==> config.mk <==
export PLATFORM = sky130hd
export DESIGN_NAME = aph_device_flat
export DESIGN_NICKNAME = d
export VERILOG_FILES = /design/src/pkg/aph_pkg.sv /design/src/pkg/aph_bus_if.sv /design/src/aph_device.sv /design/src/flat_wrapper.sv
export SDC_FILE = /design/constraint.sdc
export NUM_CORES = 1
export LEC_CHECK = 0
export BUFFER_PORTS_ARGS = -buffer_cell sky130_fd_sc_hd__buf_2
export CORE_ASPECT_RATIO = 1.4
export CORE_MARGIN = 2
export CORE_UTILIZATION = 30
export DETAILED_ROUTE_END_ITERATION = 8
export GPL_ROUTABILITY_DRIVEN = 0
export SYNTH_ARGS = -nofsm -noshare
export SYNTH_HDL_FRONTEND = slang
export SYNTH_SLANG_ARGS = --single-unit
==> constraint.sdc <==
create_clock -name clk -period 2.1 [get_ports clk]
set_clock_uncertainty 0.15 [all_clocks]
set_input_delay 0.21 -clock clk [delete_from_list [all_inputs] [get_ports clk]]
set_output_delay 0.21 -clock clk [all_outputs]
set_load 0.005 [all_outputs]
==> src/pkg/aph_pkg.sv <==
// Shared constants and types for the converter parallel host port
package aph_pkg;
    localparam int APH_DATA_W = 8;
    localparam int APH_RESULT_W = 12;
    localparam int APH_UPPER_W = 4;
    localparam int APH_CONV_CYCLES = 13;
    localparam int APH_ACQ_CYCLES = 3;
    localparam int APH_ACQMODE_BIT = 5;
    localparam int APH_CNT_W = 4;
    localparam int APH_CLK_DIV = 8;
    localparam logic [11:0] APH_RESULT_RST = 12'h000;
    localparam logic [7:0] APH_CTRL_RST = 8'h00;

    typedef enum logic [1:0]
    {
        APH_IDLE = 2'b00,
        APH_ACQ = 2'b01,
        APH_CONV = 2'b11,
        APH_DONE = 2'b10
    } aph_state_e;

    typedef enum logic [1:0]
    {
        APH_H_IDLE = 2'b00,
        APH_H_WRITE = 2'b01,
        APH_H_READ = 2'b11,
        APH_H_GAP = 2'b10
    } aph_hstate_e;
endpackage

==> src/pkg/aph_bus_if.sv <==
// Byte-wide host bus between converter port and microprocessor
interface aph_bus_if;
    logic cs_n;
    logic wr_n;
    logic rd_n;
    logic upper_nibble_select;
    logic conv_clk;
    logic [7:0] host_data;
    logic host_data_oe;
    logic [7:0] dev_data;
    logic dev_data_oe;
    logic done_n;
    logic done_oe;

    modport device
    (
        input cs_n,
        input wr_n,
        input rd_n,
        input upper_nibble_select,
        input conv_clk,
        input host_data,
        output dev_data,
        output dev_data_oe,
        output done_n,
        output done_oe
    );

    modport host
    (
        output cs_n,
        output wr_n,
        output rd_n,
        output upper_nibble_select,
        output conv_clk,
        output host_data,
        output host_data_oe,
        input dev_data,
        input dev_data_oe,
        input done_n,
        input done_oe
    );
endinterface

==> src/aph_device.sv <==
// Converter end: control capture, acquisition and conversion timing, result read
//
// Overview of operation
// [RULE_01] Completion flag falls low when result ready
// [RULE_02] Read strobe fall under select drives data
// [RULE_03] Internal mode: write rise captures, starts acquisition
// [RULE_04] External mode: second write rise starts conversion
// [RULE_05] Select high releases flag and data bus
// [RULE_06] External clock mode: host supplies running clock
// [RULE_07] Internal clock mode: clock pin held static
// [RULE_08] Upper select picks four MSBs or LSBs
// [RULE_09] Flag returns high on read or write
// [RULE_10] Conversion lasts thirteen clock cycles
// [RULE_11] Write during conversion aborts, restarts acquisition
// [RULE_12] Bus driven only while select and read low
module aph_device
    import aph_pkg::*;
#(
    parameter int CONV_CYCLES = APH_CONV_CYCLES,
    parameter int ACQ_CYCLES = APH_ACQ_CYCLES
)
(
    input wire logic clk,
    input wire logic srst,
    input wire logic use_ext_clock,
    input wire logic [11:0] sample_in,
    output logic [7:0] ctrl_byte,
    output logic sample_strobe,
    output logic converting,
    aph_bus_if.device bus
);
    initial
    begin
        // Both counts share one 4-bit counter, so 15 is the ceiling
        if (CONV_CYCLES < 1 || CONV_CYCLES > 15)
            $error("aph_device: conversion count must be 1 to 15");
        if (ACQ_CYCLES < 1 || ACQ_CYCLES > 15)
            $error("aph_device: acquisition count must be 1 to 15");
    end

    aph_state_e state_q, state_d;
    logic [APH_CNT_W-1:0] cnt_q, cnt_d;
    logic [7:0] ctrl_q, ctrl_d;
    logic [11:0] result_q, result_d;
    logic done_q, done_d;
    // Pin history for edge detection
    logic wr_q, wr_d;
    logic rd_q, rd_d;
    logic ck_q, ck_d;
    logic [7:0] data_q, data_d;
    logic sample_q, sample_d;
    logic wr_rise;
    logic rd_fall;
    logic tick;

    // Strobe edges qualified by chip select; the host must hold select past
    // the write strobe's rise, or the write is ignored
    assign wr_rise = wr_q == 1'b0 && bus.wr_n == 1'b1 && bus.cs_n == 1'b0;
    assign rd_fall = rd_q == 1'b1 && bus.rd_n == 1'b0 && bus.cs_n == 1'b0; // RULE_02
    // Timing ticks: falling edge of pin clock, or every clk internally
    // Internal mode ignores the pin, which the host holds static then
    assign tick = use_ext_clock ? (ck_q && !bus.conv_clk) : 1'b1; // RULE_06

    // Sequencer next state. A write always wins, even in the cycle a conversion
    // would finish: it restarts acquisition, so a stale result is never flagged
    // as new.
    always_comb
    begin
        state_d = state_q;
        cnt_d = cnt_q;
        ctrl_d = ctrl_q;
        result_d = result_q;
        done_d = done_q;
        sample_d = 1'b0;
        if (wr_rise)
        begin
            // Every accepted write replaces the control byte
            ctrl_d = bus.host_data;
            done_d = 1'b0; // RULE_09
            cnt_d = '0;
            if (state_q == APH_ACQ && !bus.host_data[APH_ACQMODE_BIT]
                && ctrl_q[APH_ACQMODE_BIT])
            begin
                // Second write of an external acquisition samples at once
                state_d = APH_CONV; // RULE_04
                sample_d = 1'b1;
            end
            else
                state_d = APH_ACQ; // RULE_03 RULE_11
        end
        else
        begin
            if (rd_fall)
                done_d = 1'b0; // RULE_09
            unique case (state_q)
                // Nothing to time; the result stays readable
                APH_IDLE, APH_DONE:
                    ;
                APH_ACQ:
                begin
                    // External acquisition waits for the second write
                    if (!ctrl_q[APH_ACQMODE_BIT] && tick)
                    begin
                        if (cnt_q == APH_CNT_W'(ACQ_CYCLES - 1))
                        begin
                            state_d = APH_CONV; // RULE_03
                            sample_d = 1'b1;
                            cnt_d = '0;
                        end
                        else
                            cnt_d = cnt_q + 1'b1;
                    end
                end
                APH_CONV:
                begin
                    if (tick)
                    begin
                        if (cnt_q == APH_CNT_W'(CONV_CYCLES - 1))
                        begin
                            // Result taken on the last tick, flag raised with it
                            state_d = APH_DONE;
                            result_d = sample_in;
                            done_d = 1'b1; // RULE_01 RULE_10
                        end
                        else
                            cnt_d = cnt_q + 1'b1; // RULE_10
                    end
                end
            endcase
        end
    end

    // Read data selection, registered on the read strobe fall
    // Keeps following the upper select while the read is held low, since
    // the host may switch halves without releasing the strobe
    always_comb
    begin
        data_d = data_q;
        if (rd_fall || (bus.cs_n == 1'b0 && bus.rd_n == 1'b0))
            data_d = bus.upper_nibble_select
                ? {4'h0, result_q[11:8]} : result_q[7:0]; // RULE_08
    end

    // Pin history next values
    always_comb
    begin
        wr_d = bus.wr_n;
        rd_d = bus.rd_n;
        ck_d = bus.conv_clk;
    end

    // Sequencer registers; reset leaves the flag inactive
    always_ff @(posedge clk)
    begin
        if (srst)
        begin
            state_q <= APH_IDLE;
            cnt_q <= '0;
            ctrl_q <= APH_CTRL_RST;
            result_q <= APH_RESULT_RST;
            done_q <= 1'b0;
            sample_q <= 1'b0;
        end
        else
        begin
            state_q <= state_d;
            cnt_q <= cnt_d;
            ctrl_q <= ctrl_d;
            result_q <= result_d;
            done_q <= done_d;
            sample_q <= sample_d;
        end
    end

    // Read data register
    always_ff @(posedge clk)
    begin
        if (srst)
            data_q <= 8'h00;
        else
            data_q <= data_d;
    end

    // Pin history; strobes reset to their idle high level so no false edge follows
    always_ff @(posedge clk)
    begin
        if (srst)
        begin
            wr_q <= 1'b1;
            rd_q <= 1'b1;
            ck_q <= 1'b0;
        end
        else
        begin
            wr_q <= wr_d;
            rd_q <= rd_d;
            ck_q <= ck_d;
        end
    end

    // Pin drivers; release avoids contention with the host
    // Data enable waits a cycle after the strobe fall, so the registered byte is valid
    // The flag enable follows select alone; the flag level itself is held inside
    assign bus.dev_data = data_q;
    assign bus.dev_data_oe = !bus.cs_n && !bus.rd_n && !rd_q; // RULE_02 RULE_05 RULE_12
    assign bus.done_n = !done_q; // RULE_01
    assign bus.done_oe = !bus.cs_n; // RULE_05
    assign ctrl_byte = ctrl_q;
    assign sample_strobe = sample_q;
    assign converting = state_q == APH_CONV;
endmodule

==> src/flat_wrapper.sv <==
// flat-port wrapper written by rule: the top's interface ports become plain ports
module aph_device_flat import aph_pkg::*;
#(
    parameter int CONV_CYCLES = APH_CONV_CYCLES,
    parameter int ACQ_CYCLES = APH_ACQ_CYCLES
)
  (clk, srst, use_ext_clock, sample_in, ctrl_byte, sample_strobe, converting, bus_cs_n, bus_wr_n, bus_rd_n, bus_upper_nibble_select, bus_conv_clk, bus_host_data, bus_dev_data, bus_dev_data_oe, bus_done_n, bus_done_oe);
  aph_bus_if bus_i ();
  input wire logic clk;
  input wire logic srst;
  input wire logic use_ext_clock;
  input wire logic [11:0] sample_in;
  output logic [7:0] ctrl_byte;
  output logic sample_strobe;
  output logic converting;
  input wire logic [$bits(bus_i.cs_n)-1:0] bus_cs_n;
  input wire logic [$bits(bus_i.wr_n)-1:0] bus_wr_n;
  input wire logic [$bits(bus_i.rd_n)-1:0] bus_rd_n;
  input wire logic [$bits(bus_i.upper_nibble_select)-1:0] bus_upper_nibble_select;
  input wire logic [$bits(bus_i.conv_clk)-1:0] bus_conv_clk;
  input wire logic [$bits(bus_i.host_data)-1:0] bus_host_data;
  output wire logic [$bits(bus_i.dev_data)-1:0] bus_dev_data;
  output wire logic [$bits(bus_i.dev_data_oe)-1:0] bus_dev_data_oe;
  output wire logic [$bits(bus_i.done_n)-1:0] bus_done_n;
  output wire logic [$bits(bus_i.done_oe)-1:0] bus_done_oe;
  assign bus_i.cs_n = bus_cs_n;
  assign bus_i.wr_n = bus_wr_n;
  assign bus_i.rd_n = bus_rd_n;
  assign bus_i.upper_nibble_select = bus_upper_nibble_select;
  assign bus_i.conv_clk = bus_conv_clk;
  assign bus_i.host_data = bus_host_data;
  assign bus_dev_data = bus_i.dev_data;
  assign bus_dev_data_oe = bus_i.dev_data_oe;
  assign bus_done_n = bus_i.done_n;
  assign bus_done_oe = bus_i.done_oe;
  aph_device #(.CONV_CYCLES(CONV_CYCLES), .ACQ_CYCLES(ACQ_CYCLES)) u_core (.clk(clk), .srst(srst), .use_ext_clock(use_ext_clock), .sample_in(sample_in), .ctrl_byte(ctrl_byte), .sample_strobe(sample_strobe), .converting(converting), .bus(bus_i));
endmodule
==> impl_results.rst, run 1 <==
.. list-table::
   :header-rows: 1

   * - Metric
     - Value
   * - Run status
     - completed
   * - CTS Root Cell
     - clkbuf_8
   * - Library cell occupying the most area in the post-synthesis netlist
     - dfxtp_1
   * - Sequential area share after synthesis
     - 45.6%
   * - Peak clock frequency supported by timing
     - 0.564 GHz
   * - Post-placement cell area
     - 2010 um2
   * - Horiz. Die Dim
     - 67.8 um
   * - Final Hold Violating Endpoints
     - 0
   * - Post-layout util
     - 38.5%
   * - Fin crit share
     - 84.4%
   * - Worst-path clk slew
     - 0.07 ns
   * - Static leakage
     - 0.835 nW
   * - Antenna violations before repair
     - 0
   * - Synth Register Bits
     - 39
   * - Worst endpoint required time
     - 1.74 ns
   * - Vias in the first global route
     - 1295
   * - Post-synth top flop
     - dfxtp_1
   * - Number of nets in the finished design
     - 268
   * - Later-pin clock latency in the skew report
     - 0.29 ns
   * - Number of CTS-inserted buffers
     - 5
   * - Post-synthesis instance area
     - 1710 um2
   * - TritonCTS clock tree
     - built
   * - Post-DR wirelength/cell
     - 11.5 um
   * - Commonest cells in the synthesized netlist
     - dfxtp_1, nand2b_1, nand2_1, a21oi_1, mux2i_1
   * - Worst Setup Start Kind
     - input port
   * - Sum of net half-perimeters after detailed placement
     - 2540 um
   * - 1st-iter DRT viols
     - 74
   * - Synthesis warning total
     - 0
   * - Synth area leaders
     - dfxtp_1, mux2i_1, nand2b_1, nand2_1, a21oi_1
   * - Via-to-Cell Ratio
     - 4.62
   * - Wire length of the first global-routing pass
     - 5630 um
   * - Antenna viol nets, final
     - 0
   * - Worst Min Path Start
     - bus_host_data[7]
   * - Number of detailed-routing iterations run before antenna repair
     - 4
   * - Clock sink count
     - 39
   * - CP Capture Type
     - output pin
   * - Buffers on Ports
     - 48
   * - Setup repair after global routing missed its margin
     - no
   * - Number of setup violations in the final report
     - 0
   * - Vertical die dimension
     - 93.3 um
   * - Net count after synthesis
     - 218
   * - CP max FO
     - 5
   * - Row count
     - 32
   * - PD cells
     - 665 nW/um2
   * - Area Overhead vs Synth
     - 24.4%
   * - Placeable Area
     - 5530 um2
   * - Max Buffers Root-to-Sink
     - 2
   * - Number of cells in the finished layout apart from fillers
     - 306
   * - Synth Area per Inst
     - 9.15 um2
   * - Cells resized by post-CTS repair
     - 0
   * - Number of inserted diodes
     - 0
   * - H-tree depth
     - 2
   * - Slew at the pin closest to its max-slew limit
     - 0.709 ns
   * - Worst hold path stage count
     - 3
   * - Max-cap violations
     - 0
   * - Total die area
     - 6330 um2
   * - Share of final-layout standard cells stronger than drive strength 1
     - 28.2%
   * - Relative max-transition margin
     - 52.7%
   * - Flop-to-flop setup slack
     - 0.36 ns
   * - Unique cell type count in the Yosys netlist
     - 33
   * - Share of the synthesized area in the top cell type
     - 45.6%
   * - DRC errors left
     - 0
   * - Number of placed I/O pins
     - 49
   * - Worst EP arrival
     - 1.41 ns
   * - Peak supply drop
     - 0.335 mV
   * - Total negative setup slack
     - 0 ns
   * - Count of flip-flops with a built-in enable after synthesis
     - 0
   * - End point of the worst hold path
     - u_core.ctrl_byte[7]
   * - Combined global-route utilization of all metal layers
     - 11.6%
   * - Classification of the worst setup path
     - input port to output pin
   * - Effective utilization at floorplan
     - 31.0%
   * - Async set-reset flop share out of synthesis
     - 0%
   * - Grt ovf
     - 0
   * - Worst hold-check path type
     - input port to register
   * - Final instance area
     - 2130 um2
   * - Crit path time final
     - 1.77 ns
   * - Total wire length
     - 3530 um
   * - Number of slew-limit violations in the final report
     - 0
   * - Overall via count from detail_route
     - 1415
   * - Terminus of the critical flop-to-flop path
     - u_core.result_q[7]
   * - Path depth of the worst reg2reg path
     - 7
   * - Synth Instances
     - 187
   * - Number of placed instances with taps included
     - 296
   * - Maximum number of pins on one net before global-route repair
     - 49
   * - Top-count cell post-synth
     - dfxtp_1
   * - Beginning of the worst register-to-register path
     - u_core.cnt_q[0]
## layout by cell type (no fill, tap or decap), types with 3 or more instances in the layout
master | netlist | layout
buf_2 | 1 | 48
dfxtp_1 | 39 | 39
nand2b_1 | 25 | 25
nand2_1 | 23 | 23
a21oi_1 | 17 | 17
mux2i_1 | 16 | 16
nor2_1 | 8 | 8
inv_1 | 7 | 7
clkbuf_8 | 0 | 7
a211oi_1 | 6 | 6
nand3b_1 | 5 | 5
o21ai_0 | 4 | 4
or2_2 | 3 | 3
nand3_1 | 3 | 3
ha_1 | 3 | 3
## metal layers
metal | wire length, um | GRT usage, % | share of wire (%) | vias to the layer above
met2 | 1740 | 19.4 | 49 | 27
met3 | 143 | 2.17 | 4.1 | 7
met1 | 1580 | 14.0 | 45 | 648
met5 | 0 | 0 | 0 | -
met4 | 63 | 5.67 | 1.8 | 0
li1 | - | - | - | 733
## worst max-delay path: stages
cell and delay, ns:
dlygate4sd3_1 0.53, buf_2 0.13, or2_2 0.32, nor2_1 0.10
buf_2 0.12
## cell type report
class                   instances  area [um2]
multi-input cells             132         861
repair buffers                 52         275
inverters                       7        26.3
well taps                      68        85.1
flip-flops and latches         39         781
clock buffers                   8         100
fillers                       575        3400
## registers in the layout, summed over array words and instances, names as in the netlist
name / cells
u_core.result_q: 12
u_core.bus.dev_data: 8
u_core.ctrl_byte: 8
u_core.cnt_q: 4
u_core.state_q: 2
u_core.ck_q: 1
u_core.done_q: 1
u_core.rd_q: 1
u_core.sample_strobe: 1
u_core.wr_q: 1
## how the worst max path moves through the flow
stage | cells after the start | from | slack [ns] | endpoint
after floorplan | 7 | u_core.cnt_q[0] | 0.48 | u_core.result_q[0]
after global placement | 7 | u_core.cnt_q[0] | 0.45 | u_core.result_q[7]
after detailed placement | 7 | u_core.cnt_q[0] | 0.37 | u_core.result_q[7]
after CTS | 5 | bus_rd_n | 0.31 | bus_dev_data_oe
after global routing | 7 | u_core.cnt_q[0] | 0.25 | u_core.result_q[7]
final | 5 | bus_rd_n | 0.33 | bus_dev_data_oe
## power breakdown
part	internal, W	switching (W)
logic	0.0000548	0.0000542
clock network	0.000300	0.000248
registers	0.000752	0.00000718
## timing repair
action,4_1_cts,5_1_grt
endpoints found under the hold margin,2,0
setup buffers,0,0
hold buffers,2,0
## logic make-up after synthesis
logic type | count (synthesis) | synth area share, %
AOI/OAI and AO/OA | 34 | 12.4
adders and majority gates | 3 | 2.19
buffers and inverters | 16 | 4.02
DFF | 39 | 45.6
muxes | 16 | 9.36
and+or+nand+nor | 79 | 26.3
## per-stage QoR
stage / power [W] / setup slack (ns) / hold slack [ns]
final: 0.00142 / 0.329 / 0.000376
after detailed placement: 0.000885 / 0.373 / 0.277
after floorplan: 0.000835 / 0.475 / 0.164
after CTS: 0.00144 / 0.309 / 0.00236
after global routing: 0.00148 / 0.249 / 0.00204
after global placement: 0.000884 / 0.449 / 0.271
Power figures use the tool's default switching activity.
==> run 2, diff against run 1 <==
- clock period: 2.1 -> 1.4 ns (I/O delays scaled with it)
==> run 2 against run 1 <==
Net effect: the flow now finishes with violations (negative setup slack); sequential share of layout area is 5.1 points lower; combinational power is 110% higher; clock power is 32% higher; critical path type is now register to register; largest cell class unchanged.
==> impl_results.rst, run 2 (synthesized netlist as in run 1, its figures left out) <==
.. list-table::
   :header-rows: 1

   * - Metric
     - Value
   * - Number of nets in the finished design
     - 303 (+13%)
   * - Horiz. Die Dim
     - 67.8 um (unchanged)
   * - Worst-path clk slew
     - 0.07 ns (about the same)
   * - Share of final-layout standard cells stronger than drive strength 1
     - 34.1% (+5.9 points)
   * - Worst Setup Start Kind
     - register
   * - Area taken by flip-flops and latches
     - 785 um2 (+0.48%)
   * - CP Capture Type
     - register
   * - Row count
     - 32 (unchanged)
   * - Most flop-heavy register
     - u_core.result_q
   * - Flip-flop count of the largest register after layout
     - 12 (unchanged)
   * - Final Hold Violating Endpoints
     - 0 (unchanged)
   * - PD cells
     - 842 nW/um2 (+27%)
   * - Power, Total
     - 0.00209 W (+48%)
   * - Effective utilization at floorplan
     - 31.0% (unchanged)
   * - Total die area
     - 6330 um2 (unchanged)
   * - Worst hold path stage count
     - 3 (unchanged)
   * - Number of setup violations in the final report
     - 17 (+17)
   * - Max Buffers Root-to-Sink
     - 2 (unchanged)
   * - Failing checks
     - negative setup slack
   * - Hold slack final
     - 0.00678 ns (+0.00640 ns)
   * - Maximum number of pins on one net before global-route repair
     - 19 (-61%)
   * - Static leakage
     - 0.995 nW (+19%)
   * - Run status
     - finished with violations
   * - Later-pin clock latency in the skew report
     - 0.28 ns (about the same)
   * - Setup repair after global routing missed its margin
     - yes
   * - Grt ovf
     - 0 (unchanged)
   * - Via-to-Cell Ratio
     - 4.57 (-1.3%)
   * - Post-DR wirelength/cell
     - 12.3 um (+6.4%)
   * - Fin crit share
     - 118%
   * - Relative max-transition margin
     - 73.8% (+21 points)
   * - Number of inserted diodes
     - 0 (unchanged)
   * - CP Launch Point
     - u_core.cnt_q[0]
   * - Most common cell after layout, fill and taps aside
     - buf_2
   * - Total wire length
     - 4180 um (+19%)
   * - Final instance area
     - 2490 um2 (+17%)
   * - Vertical die dimension
     - 93.3 um (unchanged)
   * - Flop-to-flop setup slack
     - -0.26 ns (-0.62 ns)
   * - Antenna viol nets, final
     - 0 (unchanged)
   * - Clock sink count
     - 39 (unchanged)
   * - Max-cap violations
     - 0 (unchanged)
   * - Worst EP arrival
     - 1.69 ns (+0.28 ns)
   * - Number of detailed-routing iterations run before antenna repair
     - 4 (unchanged)
   * - Commonest cells after routing, fill and taps aside
     - buf_2, dfxtp_1, nand2b_1
   * - Beginning of the worst register-to-register path
     - u_core.cnt_q[0]
   * - Antenna violations before repair
     - 0 (unchanged)
   * - Sum of net half-perimeters after detailed placement
     - 2860 um (+13%)
   * - Worst hold-check path type
     - input port to register
   * - Number of fillers in the final layout
     - 556 (-3.3%)
   * - Multi-input combinational cell area
     - 907 um2 (+5.4%)
   * - Wire length of the first global-routing pass
     - 6400 um (+14%)
   * - Terminus of the critical flop-to-flop path
     - u_core.cnt_q[2]
   * - Path depth of the worst reg2reg path
     - 5 (-2)
   * - Number of CTS-inserted buffers
     - 5 (unchanged)
   * - DRC errors left
     - 0 (unchanged)
   * - Worst setup path end
     - u_core.cnt_q[2]
   * - Post-placement cell area
     - 2140 um2 (+6.6%)
   * - Worst endpoint required time
     - 1.44 ns (-0.30 ns)
   * - CTS Root Cell
     - clkbuf_8
   * - 1st-iter DRT viols
     - 59 (-20%)
   * - Classification of the worst setup path
     - register to register
   * - Number of placed I/O pins
     - 49 (unchanged)
   * - CP max FO
     - 3 (-2)
   * - Combined global-route utilization of all metal layers
     - 13.2% (+1.5 points)
   * - Peak clock frequency supported by timing
     - 0.603 GHz
   * - Buffers on Ports
     - 48 (unchanged)
   * - H-tree depth
     - 2 (unchanged)
   * - Vias in the first global route
     - 1455 (+12%)
   * - Overall via count from detail_route
     - 1557 (+10%)
   * - Placeable Area
     - 5530 um2 (unchanged)
   * - TritonCTS clock tree
     - built
   * - Crit path time final
     - 1.66 ns
   * - Peak supply drop
     - 0.462 mV (+38%)
   * - Slew at the pin closest to its max-slew limit
     - 0.393 ns (-0.317 ns)
   * - Post-route worst setup slack
     - -0.259 ns (-0.587 ns)
   * - Number of slew-limit violations in the final report
     - 0 (unchanged)
   * - Area Overhead vs Synth
     - 45.4%
==> run 2: what timing repair did <==
| item | 4_1_cts | 5_1_grt |
|---|---|---|
| pin swaps | 0 | 2 |
| setup endpoints to repair | 19 | 18 |
| gates resized for setup | 1 | 7 |
| endpoints found under the hold margin | 22 | 0 |
| hold buffers | 22 | 0 |
| setup buffers | 0 | 2 |
==> run 2: area by class of cell <==
type	count	share of cell area [%]
Clock buffer	7	3.07
Clock inverter	1	0.201
Inverter	7	1.16
Multi-Input combinational cell	132	36.5
Sequential cell	39	31.5
Tap cell	68	3.42
Timing Repair Buffer	87	24.1
==> run 2: worst min-delay path by stage <==
stage | slack, ns | startpoint | end
5_1_grt | 0.02 | sample_in[9] | u_core.result_q[9]
3_5_place_dp | 0.21 | bus_rd_n | u_core.rd_q
4_1_cts | 0.01 | sample_in[9] | u_core.result_q[9]
2_1_floorplan | 0.09 | bus_rd_n | u_core.rd_q
6_report | 0.007 | sample_in[9] | u_core.result_q[9]
3_3_place_gp | 0.20 | bus_rd_n | u_core.rd_q
==> run 2: per-stage QoR <==
stage | std cells | TNS, ns | setup slack [ns] | utilization (%)
after floorplan | 187 | -2.09 | -0.198 | -
after global placement | 309 | -2.37 | -0.151 | 38.7
after detailed placement | 309 | -3.11 | -0.226 | 38.7
after CTS | 339 | -3.40 | -0.241 | 44.2
after global routing | 341 | -4.39 | -0.306 | 45.0
final | 341 | -3.44 | -0.259 | 45.0
==> run 2: worst max-delay path: stages, from the launching register on <==
cell and delay, ns:
dfxtp_2 0.36, inv_4 0.05, ha_2 0.16, nor4b_2 0.15
a311o_1 0.41, a311oi_2 0.28
==> run 2: power by group <==
part	total, W	internal [W]	switching, W
sequential	0.00114	0.00113	0.0000109
clock	0.000721	0.000350	0.000371
combinational	0.000234	0.000136	0.0000986
==> run 2: metal layers <==
layer	wire length [um]	track usage, %
met4	78	5.17
met1	1850	15.7
met3	121	3.25
met2	2140	22.2
met5	0	0
==> run 3, diff against run 2 <==
- CORE_UTILIZATION: 30 -> 46
- MAX_ROUTING_LAYER: default -> met4
- PLACE_DENSITY: default -> 0.75
==> run 3 against run 2 <==
Net effect: worst setup slack better by 0.082 ns; final area fell by 2.6%; via count grew 0.13%; utilization increased by 22 points; the run still ends with negative setup slack left.
==> impl_results.rst, run 3 (synthesized netlist as in run 1, its figures left out) <==
.. list-table::
   :header-rows: 1

   * - Metric
     - Value
   * - Antenna viol nets, final
     - 0 (unchanged)
   * - Most common cell after layout, fill and taps aside
     - buf_2
   * - H-tree depth
     - 2 (unchanged)
   * - Peak clock frequency supported by timing
     - 0.635 GHz (+5.2%)
   * - P_sw
     - 0.000473 W (-1.5%)
   * - Fin crit share
     - 113% (-5.9 points)
   * - Antenna violations before repair
     - 0 (unchanged)
   * - Portion of total power attributed to sequential cells
     - 54.7% (+0.3 points)
   * - Slowest Stage Delay on Critical Path
     - 0.33 ns (-0.08 ns)
   * - Worst hold-check path type
     - input port to register
   * - Crit-path slowest cell
     - dfxtp_2
   * - Classification of the worst setup path
     - register to register
   * - Relative contribution of the clock network to total power
     - 34.5% (about the same)
   * - Total wire length
     - 3680 um (-12%)
   * - Number of setup violations in the final report
     - 17 (unchanged)
   * - Max Buffers Root-to-Sink
     - 2 (unchanged)
   * - Number of CTS-inserted buffers
     - 5 (unchanged)
   * - Total die area
     - 4230 um2 (-33%)
   * - Worst EP arrival
     - 1.64 ns (-0.05 ns)
   * - Horiz. Die Dim
     - 55.5 um (-18%)
   * - Buffers inserted by post-CTS timing repair
     - 0 (unchanged)
   * - Part of the total power dissipated in combinational logic
     - 10.8% (-0.4 points)
   * - Final Hold Violating Endpoints
     - 0 (unchanged)
   * - Number of nets in the finished design
     - 302 (-0.33%)
   * - Row count
     - 26 (-19%)
   * - Relative max-transition margin
     - 72.3% (-1.5 points)
   * - Worst Setup Start Kind
     - register
   * - Number of fillers in the final layout
     - 306 (-45%)
   * - DRC errors left
     - 0 (unchanged)
   * - Clock sink count
     - 39 (unchanged)
   * - Area Overhead vs Synth
     - 41.6%
   * - Grt ovf
     - 0 (unchanged)
   * - Post-DR wirelength/cell
     - 11.7 um (-4.4%)
   * - Slew at the pin closest to its max-slew limit
     - 0.416 ns (+0.0231 ns)
   * - Vias in the first global route
     - 1493 (+2.6%)
   * - Peak supply drop
     - 0.917 mV (+98%)
   * - Most flop-heavy register
     - u_core.result_q
   * - Family with the most delay on the worst path
     - simple AND/OR/NAND/NOR gates
   * - Cells along the critical path
     - inv_2 -> ha_4 -> and3_4 -> o21ai_4 -> nor3b_4 -> buf_6 -> mux2i_1
   * - Internal power contribution
     - 0.00161 W (-0.30%)
   * - CP Capture Type
     - register
   * - Sum of net half-perimeters after detailed placement
     - 2600 um (-9.1%)
   * - Placeable Area
     - 3610 um2 (-35%)
   * - Switching power share of the total
     - 22.7% (-0.22 points)
   * - Static leakage
     - 0.988 nW (-0.72%)
   * - Effective utilization at floorplan
     - 47.4% (+16 points)
   * - Post-route worst setup slack
     - -0.176 ns (+0.0825 ns)
   * - Crit path time final
     - 1.58 ns (-0.0825 ns)
   * - Number of cells in the finished layout apart from fillers
     - 314 (-7.9%)
   * - Number of inserted diodes
     - 0 (unchanged)
   * - Run status
     - finished with violations
   * - CTS Root Cell
     - clkbuf_8
   * - Number of detailed-routing iterations run before antenna repair
     - 4 (unchanged)
   * - Overall via count from detail_route
     - 1559 (+0.13%)
   * - CP max FO
     - 6 (+3)
   * - Power, Total
     - 0.00208 W (-0.58%)
   * - Crit path buf inv count
     - 2 (+1)
   * - Combined global-route utilization of all metal layers
     - 19.1% (+6.0 points)
   * - Max-cap violations
     - 0 (unchanged)
   * - Buffers on Ports
     - 48 (unchanged)
   * - Vertical die dimension
     - 76.2 um (-18%)
   * - 1st-iter DRT viols
     - 55 (-6.8%)
   * - Worst-path clk slew
     - 0.07 ns (about the same)
   * - TritonCTS clock tree
     - built
   * - Share of final-layout standard cells stronger than drive strength 1
     - 31.6% (-2.4 points)
   * - Later-pin clock latency in the skew report
     - 0.29 ns (about the same)
   * - Maximum number of pins on one net before global-route repair
     - 16 (-3)
   * - PD cells
     - 860 nW/um2 (+2.1%)
   * - Via-to-Cell Ratio
     - 4.96 (+8.7%)
   * - Commonest cells after routing, fill and taps aside
     - buf_2, dfxtp_1, nand2b_1
   * - Failing checks
     - negative setup slack
   * - Number of placed instances with taps included
     - 283 (-8.4%)
   * - Setup repair after global routing missed its margin
     - yes
   * - Worst endpoint required time
     - 1.47 ns (+0.03 ns)
   * - Number of placed I/O pins
     - 49 (unchanged)
   * - Number of slew-limit violations in the final report
     - 0 (unchanged)
   * - Wire length of the first global-routing pass
     - 6440 um (+0.75%)
   * - Flip-flop count of the largest register after layout
     - 12 (unchanged)
==> run 3: worst paths after layout <==
| check | end | cells past startpoint | slack (ns) | start |
|---|---|---|---|---|
| worst min register to register | u_core.bus.dev_data[4] | 2 | 0.30 | u_core.bus.dev_data[4] |
| worst max-delay path | u_core.result_q[7] | 7 | -0.18 | u_core.cnt_q[1] |
| worst max register to register | u_core.result_q[7] | 7 | -0.18 | u_core.cnt_q[1] |
| worst min-delay path | u_core.bus.dev_data[3] | 2 | 0.04 | srst |
==> run 3: stage by stage <==
stage               TNS [ns]  util, %  setup slack (ns)  cell area (um2)  hold slack, ns
detailed placement     -2.70     58.0            -0.193             2100           0.209
floorplan              -2.09        -            -0.198             1730          0.0938
global route           -3.64     67.1            -0.283             2420          0.0614
global placement       -2.28     58.0            -0.140             2100           0.206
CTS                    -2.69     66.9            -0.181             2410          0.0381
finish                 -2.17     67.1            -0.176             2420          0.0350
==> run 3: power by group through the flow <==
stage	logic (W)	clock network (W)	registers [W]
floorplan	0.0000905	0	0.00116
global placement	0.000174	0	0.00116
detailed placement	0.000176	0	0.00116
CTS	0.000226	0.000738	0.00114
global route	0.000251	0.000773	0.00114
finish	0.000226	0.000718	0.00114
==> run 3: per-layer routing <==
layer  vias up  share of wire, %  track usage [%]
met1       717                42             20.4
met3        10               3.9             4.41
met2        31                52             33.8
met4         0               2.4             7.32
li1        801                 -                -
met5         -                 0                -
==> run 3: final cells by class <==
type                    count  area [um2]  area share [%]
clock buffers               7        76.3            3.15
clock inverters             1        5.00           0.207
inverters                   7        26.3            1.08
multi-input cells         132         887            36.6
flip-flops and latches     39         785            32.4
well taps                  42        52.6            2.17
repair buffers             86         591            24.4
==> run 3: what timing repair did <==
action / CTS / global route
gates resized for setup: 2 / 3
hold endpoints to repair: 23 / 0
gates cloned: 0 / 0
hold buffers: 23 / 0
setup endpoints to repair: 18 / 20
pin swaps: 1 / 0
